<file path="src/hdl/aas_pkg.sv">
// constants, field layouts and carrier types of the autoscan sequencer
package aas_pkg;

  // ==========================================================
  // sizes
  localparam int NUM_CH = 8;
  localparam int RES_W = 10;
  localparam int ADDR_W = 8;
  localparam int DATA_W = 8;
  localparam int CNT_W = 6;

  // ==========================================================
  // register offsets
  localparam logic [7:0] OFF_PORT_LEVEL = 8'hc7;
  localparam logic [7:0] OFF_CTRL = 8'hd7;
  localparam logic [7:0] OFF_SCAN_MASK = 8'he7;
  localparam logic [7:0] OFF_RES_HI = 8'hc6;
  localparam logic [7:0] OFF_RES_LO_BASE = 8'hc8;
  localparam int RES_LO_IDX_W = 3;

  // ==========================================================
  // converter control register fields
  localparam int CTRL_PRESC_HI = 7;
  localparam int CTRL_PRESC_LO = 6;
  localparam int CTRL_RSVD = 5;
  localparam int CTRL_DONE = 4;
  localparam int CTRL_START = 3;
  localparam int CTRL_CONT = 2;
  localparam int CTRL_RISE = 1;
  localparam int CTRL_FALL = 0;

  // ==========================================================
  // reset values
  localparam logic [1:0] PRESC_RESET = 2'h0;
  localparam logic [7:0] MASK_RESET = 8'h00;
  localparam logic [7:0] READ_ZERO = 8'h00;
  localparam logic [5:0] HI_PAD = 6'h00;

  // ==========================================================
  // timing, in converter clock periods of m/2 machine cycles
  localparam logic [CNT_W-1:0] SAMPLE_PERIODS = 6'h02;
  localparam logic [CNT_W-1:0] BIT_PERIODS = 6'h0a;
  localparam logic [CNT_W-1:0] HALF_DIV_BASE = 6'h01;
  localparam logic [CNT_W-1:0] CNT_ONE = 6'h01;
  localparam logic [CNT_W-1:0] CNT_TWO = 6'h02;
  localparam logic [CNT_W-1:0] CNT_ZERO = 6'h00;

  // ==========================================================
  // types
  typedef logic [2:0] aas_chan_t;

  typedef enum logic [2:0] {
    AAS_IDLE,
    AAS_WAIT_TICK,
    AAS_CONV,
    AAS_STORE,
    AAS_INIT
  } aas_state_t;

  typedef struct packed {
    logic [ADDR_W-1:0] addr;
    logic [DATA_W-1:0] wdata;
    logic wr;
    logic rd;
  } aas_bus_t;

  typedef struct packed {
    logic sampling;
    logic converting;
    logic store;
    aas_chan_t channel;
  } aas_core_t;

  typedef struct packed {
    logic s1;
    logic s2;
    logic s3;
  } aas_sync_t;

endpackage : aas_pkg

</file>
<file path="src/hdl/aas_edge_detect.sv">
// synchroniser and edge detector for the external start pin
`timescale 1ns/1ns
`default_nettype none

module aas_edge_detect (
  input wire logic i_mclk,
  input wire logic i_rst_n,
  input wire logic i_pin,
  output logic o_rise,
  output logic o_fall
);
  import aas_pkg::*;

  aas_sync_t r;
  aas_sync_t next_r;

  // ==========================================================
  // two-flop synchroniser plus history stage
  always_comb begin
    next_r = r;
    next_r.s1 = i_pin;
    next_r.s2 = r.s1;
    next_r.s3 = r.s2;
  end

  always_ff @(posedge i_mclk or negedge i_rst_n) begin
    if (!i_rst_n) begin
      r <= '0;
    end else begin
      r <= next_r;
    end
  end

  // ==========================================================
  // one pulse per edge
  assign o_rise = r.s2 & ~r.s3;
  assign o_fall = ~r.s2 & r.s3;

endmodule : aas_edge_detect
`default_nettype wire

</file>
<file path="src/hdl/aas_sequencer.sv">
// autoscan converter control: registers, prescaler, scan sequencer, result store
//
// Functional notes
// - port level register reads pins, read-only
// - reset clears all registers except stored results
// - low power aborts, clears start, halts clock
// - done flag cleared only by software, reset
// - conversion lasts six m, then one store cycle
// - two sample, ten bit periods, store
// - channel spacing seven m cycles
// - start waits for divided clock phase
// - every run is autoscan, continuous or once
// - mask bit selects or skips channel
// - loop walks lowest to higher set bits
// - start by software or enabled pin edges
// - result stored per converted channel
// - loop end sets done flag
// - continuous mode keeps start, restarts loop
// - one-time mode stops and clears start
// - done flag holds off new starts
// - deferred start pending, reads zero
// - single mask bit ends after each conversion
// - results are unsigned ten-bit codes
// - prescaler divides by two four six eight
// - ignore starts while running, clear aborts
// - empty mask prevents any start
// - low byte read latches top two bits
`timescale 1ns/1ns
`default_nettype none

module aas_sequencer #(
  parameter int NUM_CH = aas_pkg::NUM_CH,
  parameter int RES_W = aas_pkg::RES_W
) (
  input wire logic i_mclk,
  input wire logic i_arst_n,
  input wire aas_pkg::aas_bus_t i_bus,
  input wire logic [7:0] i_port_pins,
  input wire logic i_external_start_pin,
  input wire logic i_low_power,
  input wire logic [RES_W-1:0] i_core_result,
  output logic [7:0] o_rdata,
  output aas_pkg::aas_core_t o_core,
  output logic o_start_status_flag,
  output logic o_scan_done_flag
);
  import aas_pkg::*;

  typedef struct packed {
    logic [1:0] prescale;
    logic cont;
    logic rise_en;
    logic fall_en;
    logic start;
    logic done;
    logic pend;
    logic [7:0] mask;
    logic [7:0] loop_mask;
    aas_chan_t chan;
    aas_state_t state;
    logic [CNT_W-1:0] cnt;
    logic [CNT_W-1:0] div_cnt;
    logic [1:0] hi_latch;
    logic [7:0] rdata;
    aas_core_t core;
  } aas_regs_t;

  aas_regs_t r;
  aas_regs_t next_r;
  logic [1:0] rst_pipe;
  logic rst_n;
  logic ext_rise;
  logic ext_fall;
  logic [RES_W-1:0] results [NUM_CH];

  // ==========================================================
  // reset release
  // asserts at once, releases two clocks later
  always_ff @(posedge i_mclk or negedge i_arst_n) begin
    if (!i_arst_n) begin
      rst_pipe <= 2'h0;
    end else begin
      rst_pipe <= {rst_pipe[0], 1'b1};
    end
  end
  assign rst_n = rst_pipe[1];

  // ==========================================================
  // external start pin
  aas_edge_detect u_edge (
    .i_mclk(i_mclk),
    .i_rst_n(rst_n),
    .i_pin(i_external_start_pin),
    .o_rise(ext_rise),
    .o_fall(ext_fall)
  );

  // ==========================================================
  // helpers
  function automatic logic [3:0] first_from(input logic [7:0] m, input logic [3:0] from);
    logic [3:0] res;
    res = 4'h0;
    for (int i = NUM_CH - 1; i >= 0; i--) begin
      if (m[i] && (i >= int'(from))) begin
        res = {1'b1, 3'(i)};
      end
    end
    return res;
  endfunction : first_from

  // ==========================================================
  // next state
  always_comb begin
    logic [CNT_W-1:0] half;
    logic [CNT_W-1:0] full;
    logic [CNT_W-1:0] conv_cycles;
    logic [CNT_W-1:0] bit_cycles;
    logic tick;
    logic req;
    logic sw_start;
    logic sw_abort;
    logic [3:0] nxt;
    logic [3:0] first;
    logic [RES_LO_IDX_W-1:0] idx;
    half = '0;
    full = '0;
    conv_cycles = '0;
    bit_cycles = '0;
    tick = 1'b0;
    req = 1'b0;
    sw_start = 1'b0;
    sw_abort = 1'b0;
    nxt = '0;
    first = '0;
    idx = '0;
    next_r = r;

    half = CNT_W'({4'h0, r.prescale} + HALF_DIV_BASE);
    full = CNT_W'(half << 1);
    conv_cycles = CNT_W'(half * (SAMPLE_PERIODS + BIT_PERIODS));
    // sample phase then ten bit periods
    bit_cycles = CNT_W'(half * BIT_PERIODS);
    tick = (r.div_cnt == CNT_ZERO);

    // divided clock halts in low power
    if (i_low_power) begin
      next_r.div_cnt = CNT_ZERO;
    end else if (tick) begin
      next_r.div_cnt = CNT_W'(half - CNT_ONE);
    end else begin
      next_r.div_cnt = CNT_W'(r.div_cnt - CNT_ONE);
    end

    // ==========================================================
    // register reads
    next_r.rdata = READ_ZERO;
    if (i_bus.rd) begin
      if (i_bus.addr == OFF_PORT_LEVEL) begin
        next_r.rdata = i_port_pins;
      end else if (i_bus.addr == OFF_CTRL) begin
        next_r.rdata[CTRL_PRESC_HI] = r.prescale[1];
        next_r.rdata[CTRL_PRESC_LO] = r.prescale[0];
        next_r.rdata[CTRL_RSVD] = 1'b0;
        next_r.rdata[CTRL_DONE] = r.done;
        next_r.rdata[CTRL_START] = r.start;
        next_r.rdata[CTRL_CONT] = r.cont;
        next_r.rdata[CTRL_RISE] = r.rise_en;
        next_r.rdata[CTRL_FALL] = r.fall_en;
      end else if (i_bus.addr == OFF_SCAN_MASK) begin
        next_r.rdata = r.mask;
      end else if (i_bus.addr == OFF_RES_HI) begin
        next_r.rdata = {HI_PAD, r.hi_latch};
      end else if (i_bus.addr[7:RES_LO_IDX_W] == OFF_RES_LO_BASE[7:RES_LO_IDX_W]) begin
        idx = i_bus.addr[RES_LO_IDX_W-1:0];
        next_r.rdata = results[idx][7:0];
        // latch top bits on low read
        next_r.hi_latch = results[idx][RES_W-1:8];
      end
    end

    // ==========================================================
    // register writes
    if (i_bus.wr) begin
      if (i_bus.addr == OFF_CTRL) begin
        next_r.prescale = {i_bus.wdata[CTRL_PRESC_HI], i_bus.wdata[CTRL_PRESC_LO]};
        next_r.cont = i_bus.wdata[CTRL_CONT];
        next_r.rise_en = i_bus.wdata[CTRL_RISE];
        next_r.fall_en = i_bus.wdata[CTRL_FALL];
        next_r.done = r.done & i_bus.wdata[CTRL_DONE];
        if (i_bus.wdata[CTRL_START]) begin
          sw_start = 1'b1;
        end else begin
          sw_abort = r.start;
        end
      end else if (i_bus.addr == OFF_SCAN_MASK) begin
        next_r.mask = i_bus.wdata;
      end
    end

    req = sw_start | (ext_rise & r.rise_en) | (ext_fall & r.fall_en);

    // ==========================================================
    // scan sequencer
    unique case (r.state)
      AAS_IDLE: begin
      end
      AAS_WAIT_TICK: begin
        if (tick) begin
          next_r.state = AAS_CONV;
          next_r.cnt = CNT_W'(conv_cycles - CNT_ONE);
        end
      end
      AAS_CONV: begin
        if (r.cnt == CNT_ZERO) begin
          next_r.state = AAS_STORE;
        end else begin
          next_r.cnt = CNT_W'(r.cnt - CNT_ONE);
        end
      end
      AAS_STORE: begin
        nxt = first_from(r.loop_mask, 4'({1'b0, r.chan} + 4'h1));
        first = first_from(r.mask, 4'h0);
        // init period fills to seven m
        next_r.cnt = CNT_W'(full - CNT_TWO);
        if (nxt[3]) begin
          next_r.chan = nxt[2:0];
          next_r.state = AAS_INIT;
        end else begin
          next_r.done = 1'b1;
          if (r.cont && first[3]) begin
            next_r.loop_mask = r.mask;
            next_r.chan = first[2:0];
            next_r.state = AAS_INIT;
          end else begin
            next_r.start = 1'b0;
            next_r.state = AAS_IDLE;
          end
        end
      end
      AAS_INIT: begin
        if (r.cnt == CNT_ZERO) begin
          next_r.state = AAS_CONV;
          next_r.cnt = CNT_W'(conv_cycles - CNT_ONE);
        end else begin
          next_r.cnt = CNT_W'(r.cnt - CNT_ONE);
        end
      end
      default: begin
        // illegal code falls back to idle
        next_r.state = AAS_IDLE;
      end
    endcase

    // ==========================================================
    // start handling
    // hold start while done set
    if (req && r.done && !r.start) begin
      next_r.pend = 1'b1;
    end
    if (!r.start && !r.done && (req || r.pend) && !i_low_power) begin
      first = first_from(r.mask, 4'h0);
      next_r.pend = 1'b0;
      if (first[3]) begin
        next_r.start = 1'b1;
        next_r.loop_mask = r.mask;
        next_r.chan = first[2:0];
        next_r.state = AAS_WAIT_TICK;
      end
    end

    // ==========================================================
    // abort
    if (sw_abort || i_low_power) begin
      next_r.start = 1'b0;
      next_r.state = AAS_IDLE;
      next_r.cnt = CNT_ZERO;
      if (i_low_power) begin
        next_r.pend = 1'b0;
      end
    end

    // ==========================================================
    // analog core controls
    next_r.core.converting = (next_r.state == AAS_CONV);
    next_r.core.sampling = (next_r.state == AAS_CONV) && (next_r.cnt >= bit_cycles);
    next_r.core.store = (next_r.state == AAS_STORE);
    next_r.core.channel = next_r.chan;
  end

  // ==========================================================
  // state register
  // reset clears control and mask
  always_ff @(posedge i_mclk or negedge rst_n) begin
    if (!rst_n) begin
      r <= '0;
      r.prescale <= PRESC_RESET;
      r.mask <= MASK_RESET;
      r.state <= AAS_IDLE;
    end else begin
      r <= next_r;
    end
  end

  // ==========================================================
  // result store, no reset
  // write result of converted channel
  always_ff @(posedge i_mclk) begin
    if (r.state == AAS_STORE) begin
      results[r.chan] <= i_core_result;
    end
  end

  // ==========================================================
  // outputs
  // every output taken straight from the state register
  assign o_rdata = r.rdata;
  assign o_core = r.core;
  assign o_start_status_flag = r.start;
  assign o_scan_done_flag = r.done;

endmodule : aas_sequencer
`default_nettype wire

</file>
<file path="config.mk">
export PLATFORM = sky130hd
export DESIGN_NAME = aas_sequencer
export DESIGN_NICKNAME = d
export VERILOG_FILES = /design/src/hdl/aas_pkg.sv /design/src/hdl/aas_edge_detect.sv /design/src/hdl/aas_sequencer.sv
export SDC_FILE = /design/constraint.sdc
export NUM_CORES = 1
export LEC_CHECK = 0
export BUFFER_PORTS_ARGS = -buffer_cell sky130_fd_sc_hd__buf_2
export CAP_MARGIN = 20
export CELL_PAD_IN_SITES_DETAIL_PLACEMENT = 1
export CELL_PAD_IN_SITES_GLOBAL_PLACEMENT = 1
export CORE_UTILIZATION = 49
export CTS_CLUSTER_SIZE = 20
export DETAILED_ROUTE_END_ITERATION = 6
export PLACE_DENSITY = 0.78
export SYNTH_ARGS = -nofsm -noshare
export SYNTH_HDL_FRONTEND = slang
export SYNTH_HIERARCHICAL = 1
export SYNTH_SLANG_ARGS = --single-unit
</file>
<file path="constraint.sdc">
create_clock -name i_mclk -period 2.15 [get_ports i_mclk]
set_input_delay 0.215 -clock i_mclk [delete_from_list [all_inputs] [get_ports i_mclk]]
set_output_delay 0.215 -clock i_mclk [all_outputs]
set_load 0.005 [all_outputs]
</file>
==> flow_results.xml <==
<?xml version="1.0" encoding="UTF-8"?>
<metrics>
  <group name="route">
    <metric name="post-route-drc-count" unit="">0</metric>
    <metric name="antenna_violating_nets_post_route" unit="">0</metric>
    <metric name="num_vias" unit="">5485</metric>
    <metric name="drt-vias-per-instance" unit="">6.33</metric>
    <metric name="drt-initial-drc-count" unit="">606</metric>
    <metric name="postRouteWirelength" unit="um">22900</metric>
    <metric name="route.detailed.wl_per_inst" unit="um">26.4</metric>
    <metric name="detailedRoute.firstPassIterationCount" unit="">5</metric>
  </group>
  <group name="pwr">
    <metric name="static-leakage-power" unit="nW">3.70</metric>
    <metric name="cellPowerDensity" unit="nW/um2">791</metric>
    <metric name="power.ir.vdd_worst" unit="uV">886</metric>
    <metric name="design_power_total" unit="mW">6.88</metric>
  </group>
  <group name="yosys">
    <metric name="synth-compound-area-share" unit="%">11.0</metric>
    <metric name="syn-instance-count" unit="">521</metric>
    <metric name="seq_area_frac_synth" unit="%">57.8</metric>
    <metric name="synth_fa_ha_area_share" unit="%">2.97</metric>
    <metric name="yosysWarnings" unit="">6</metric>
    <metric name="syn-num-nets" unit="">577</metric>
    <metric name="muxShareOfSynthArea" unit="%">12.4</metric>
    <metric name="synth_simple_gate_area_share" unit="%">10.4</metric>
    <metric name="synth.ff_latch_count" unit="">140</metric>
    <metric name="asyncSetResetFlopFracSynth" unit="%">42.9</metric>
    <metric name="yosys_most_used_dff" unit="">edfxtp_1</metric>
    <metric name="combinational_family_with_the_most_area_after_synthesis" unit="">multiplexers</metric>
    <metric name="synth.avg_cell_area" unit="um2">13.0</metric>
    <metric name="synthXorXnorAreaFrac" unit="%">1.04</metric>
    <metric name="post_synth_instance_area" unit="um2">6750</metric>
    <metric name="post_synth_num_cell_types" unit="">70</metric>
    <metric name="synth_enable_flop_cells" unit="">80</metric>
  </group>
  <group name="critical_path">
    <metric name="worstSetupEndpointType" unit="">register</metric>
    <metric name="crit_path_max_fanout" unit="">3</metric>
    <metric name="r2r_setup_slack" unit="ns">-0.99</metric>
    <metric name="r2r_end" unit="">o_core[5]</metric>
    <metric name="criticalPathCategory" unit="">reg -&gt; reg</metric>
    <metric name="critical_path.endpoint" unit="">o_core[5]</metric>
    <metric name="critical_path.startpoint_type" unit="">register</metric>
    <metric name="worst_ep_arrival_time" unit="ns">3.46</metric>
    <metric name="reg2reg_depth" unit="">15</metric>
    <metric name="worstSetupStartpoint" unit="">r[23]</metric>
    <metric name="cp_data_required_time" unit="ns">2.47</metric>
    <metric name="reg2reg_from" unit="">r[23]</metric>
  </group>
  <group name="job">
    <metric name="max_cap_violations" unit="">0</metric>
  </group>
  <group name="timing">
    <metric name="rsz_0062_raised_after_global_routing" unit="">yes</metric>
    <metric name="whs" unit="ns">0.0540</metric>
    <metric name="hold_viol" unit="">0</metric>
    <metric name="skew" unit="ns">0.00794</metric>
    <metric name="transition_time_at_the_pin_with_the_least_slew_margin" unit="ns">0.702</metric>
    <metric name="setup_viol" unit="">15</metric>
    <metric name="final_min_period_over_clock_period" unit="%">146</metric>
    <metric name="timing.final.max_slew_violations" unit="">0</metric>
    <metric name="finalWorstPathRequiredPeriod" unit="ns">3.14</metric>
    <metric name="max_freq" unit="MHz">318</metric>
    <metric name="timing.slew.headroom" unit="%">52.6</metric>
    <metric name="worst_case_setup_margin_in_the_final_layout" unit="ns">-0.995</metric>
  </group>
  <group name="cells_and_area">
    <metric name="final_cell_area" unit="um2">8700</metric>
    <metric name="layout-drive-gt1-share" unit="%">40.5</metric>
    <metric name="final_net_count" unit="">734</metric>
    <metric name="syn2layout_area_growth" unit="%">28.8</metric>
    <metric name="antenna_cells" unit="">0</metric>
  </group>
  <group name="clocking">
    <metric name="cts.path.max_buffers" unit="">2</metric>
    <metric name="cts.htree.levels" unit="">4</metric>
    <metric name="tritoncts" unit="">built</metric>
    <metric name="cts.root.buffer_cell" unit="">clkbuf_16</metric>
    <metric name="clkSinkCount" unit="">140</metric>
    <metric name="clkSlewWorstSetupHoldPaths" unit="ns">0.07</metric>
    <metric name="number_of_buffers_created_by_cts" unit="">17</metric>
    <metric name="clk-insertion-delay-late" unit="ns">0.43</metric>
  </group>
  <group name="placed_design">
    <metric name="preCtsSetupSlack" unit="ns">-0.775</metric>
    <metric name="gp_congestion" unit="">1.02</metric>
    <metric name="io_buffer_count" unit="">55</metric>
    <metric name="area_post_placement" unit="um2">7890</metric>
    <metric name="place_hpwl" unit="um">14000</metric>
  </group>
  <group name="global_routing">
    <metric name="grt_first_pass_wirelength" unit="um">33400</metric>
    <metric name="maximum_number_of_pins_on_one_net_before_global_route_repair" unit="">36</metric>
    <metric name="antenna_violations_before_repair" unit="">0</metric>
    <metric name="vias_in_the_first_global_route" unit="">5719</metric>
    <metric name="grt_use_total" unit="%">32.6</metric>
    <metric name="grt_overflow_total" unit="">0</metric>
  </group>
  <group name="die">
    <metric name="dieArea" unit="um2">14200</metric>
    <metric name="die-width" unit="um">119</metric>
    <metric name="core_area" unit="um2">13300</metric>
    <metric name="pin_count" unit="">56</metric>
    <metric name="effective_utilization_at_floorplan" unit="%">50.6</metric>
    <metric name="chipHeight" unit="um">119</metric>
    <metric name="core.rowCount" unit="">42</metric>
  </group>
  <group name="status">
    <metric name="outcome" unit="">complete, but fails checks</metric>
    <metric name="violations" unit="">negative setup slack</metric>
  </group>
  <group name="hold_path">
    <metric name="hold_path_class" unit="">in -&gt; reg</metric>
  </group>
</metrics>
## kinds of logic (layout without fill, tap and decap cells)
logic type / count (synthesis) / count (layout)
simple gates: 135 / 135
other cells: 1 / 1
buf+inv: 60 / 230
compound gates: 107 / 107
mux: 54 / 54
flops: 140 / 140
fa+ha+maj: 16 / 16
xor+xnor: 8 / 8
## through the flow
| stage | TNS [ns] | cells | util (%) |
|---|---|---|---|
| floorplan | -0.593 | 521 | - |
| global placement | -1.32 | 822 | 59.1 |
| detailed placement | -1.82 | 822 | 59.1 |
| CTS | -1.05 | 862 | 64.3 |
| global route | -2.90 | 867 | 65.2 |
| finish | -2.14 | 867 | 65.2 |
## Yosys cell counts (6+ instances only)
| library cell | instances | area share, % |
|---|---|---|
| a21oi_1 | 25 | 1.9 |
| nor2b_1 | 8 | 0.74 |
| o21ai_0 | 22 | 1.6 |
| nor2_1 | 27 | 1.5 |
| buf_2 | 6 | 0.44 |
| and2_1 | 10 | 0.93 |
| buf_4 | 15 | 1.7 |
| o221ai_1 | 6 | 0.78 |
| mux4_2 | 20 | 6.7 |
| dfrtp_1 | 60 | 22 |
| nor3_1 | 13 | 0.96 |
| ha_1 | 16 | 3.0 |
| inv_1 | 27 | 1.5 |
| mux2i_1 | 14 | 2.1 |
| nand2_1 | 40 | 2.2 |
| nand3_1 | 7 | 0.52 |
| mux2_2 | 15 | 2.5 |
| clkbuf_1 | 8 | 0.44 |
| edfxtp_1 | 80 | 36 |
## registers in the layout, summed over array words and instances (netlist names)
| register | count |
|---|---|
| r | 39 |
| results | 80 |
| o_start_status_flag | 1 |
| o_core | 6 |
| u_edge/r | 1 |
| rst_pipe | 2 |
| u_edge/next_r | 2 |
| o_rdata | 8 |
| o_scan_done_flag | 1 |
## where the power goes
| group | switching (mW) | total [mW] | internal, mW |
|---|---|---|---|
| Sequential | 0.0549 | 2.97 | 2.92 |
| Combinational | 0.571 | 1.04 | 0.470 |
| Clock | 1.32 | 2.86 | 1.55 |
## placed cells by master, fill, tap and decap left out, drive strengths merged, types with 11 or more instances in the layout
master  instances
and2           11
mux4           20
edfxtp         80
ha             16
nor2           27
mux2i          14
a21oi          25
clkbuf         17
nor3           14
buf           167
nand2          40
dfrtp          60
inv            38
o21ai          24
mux2           20
## repair_timing
action / 4_1_cts / 5_1_grt
buffers inserted: 6 / 5
setup endpoints to repair: 12 / 49
endpoints found under the hold margin: 3 / 0
gates resized for setup: 9 / 16
hold buffers: 2 / 0
pin swaps: 7 / 12
## metal layers
metal	GRT usage, %	up-vias	share of wire (%)
li1	-	2266	-
met1	43.7	2808	41
met2	50.9	326	47
met3	6.99	85	8.0
met4	15.6	0	4.0
met5	0	-	0
## worst max-delay path, stage by stage, from the launching register on
cell and delay [ns]:
dfrtp_1 0.39, inv_2 0.08, ha_4 0.14, nor4b_4 0.23, and2b_2 0.23, inv_2 0.07
o211ai_1 0.21, nand3_1 0.15, a211oi_2 0.34, ha_1 0.30, nor2b_1 0.14, o21a_1 0.18
o21ai_1 0.14, nand2b_1 0.09, a221oi_2 0.25, nor3b_1 0.08
## area by class of cell
cell class,count,area [um2]
Clock buffer,17,425
Clock inverter,15,149
Fill cell,1305,4650
Inverter,29,109
Multi-Input combinational cell,321,2720
Sequential cell,140,3910
Tap cell,176,220
Timing Repair Buffer,169,1160
## worst min path at each step
stage / start / end / cells past startpoint
after detailed placement: i_arst_n / rst_pipe[0] / 1
after floorplan: i_arst_n / rst_pipe[0] / 0
after global placement: i_arst_n / rst_pipe[0] / 1
final: i_core_result[3] / results[0][3] / 1
after global routing: i_bus[2] / r[42] / 2
after CTS: i_core_result[3] / results[0][3] / 1
(Power assumes the default switching activity.)
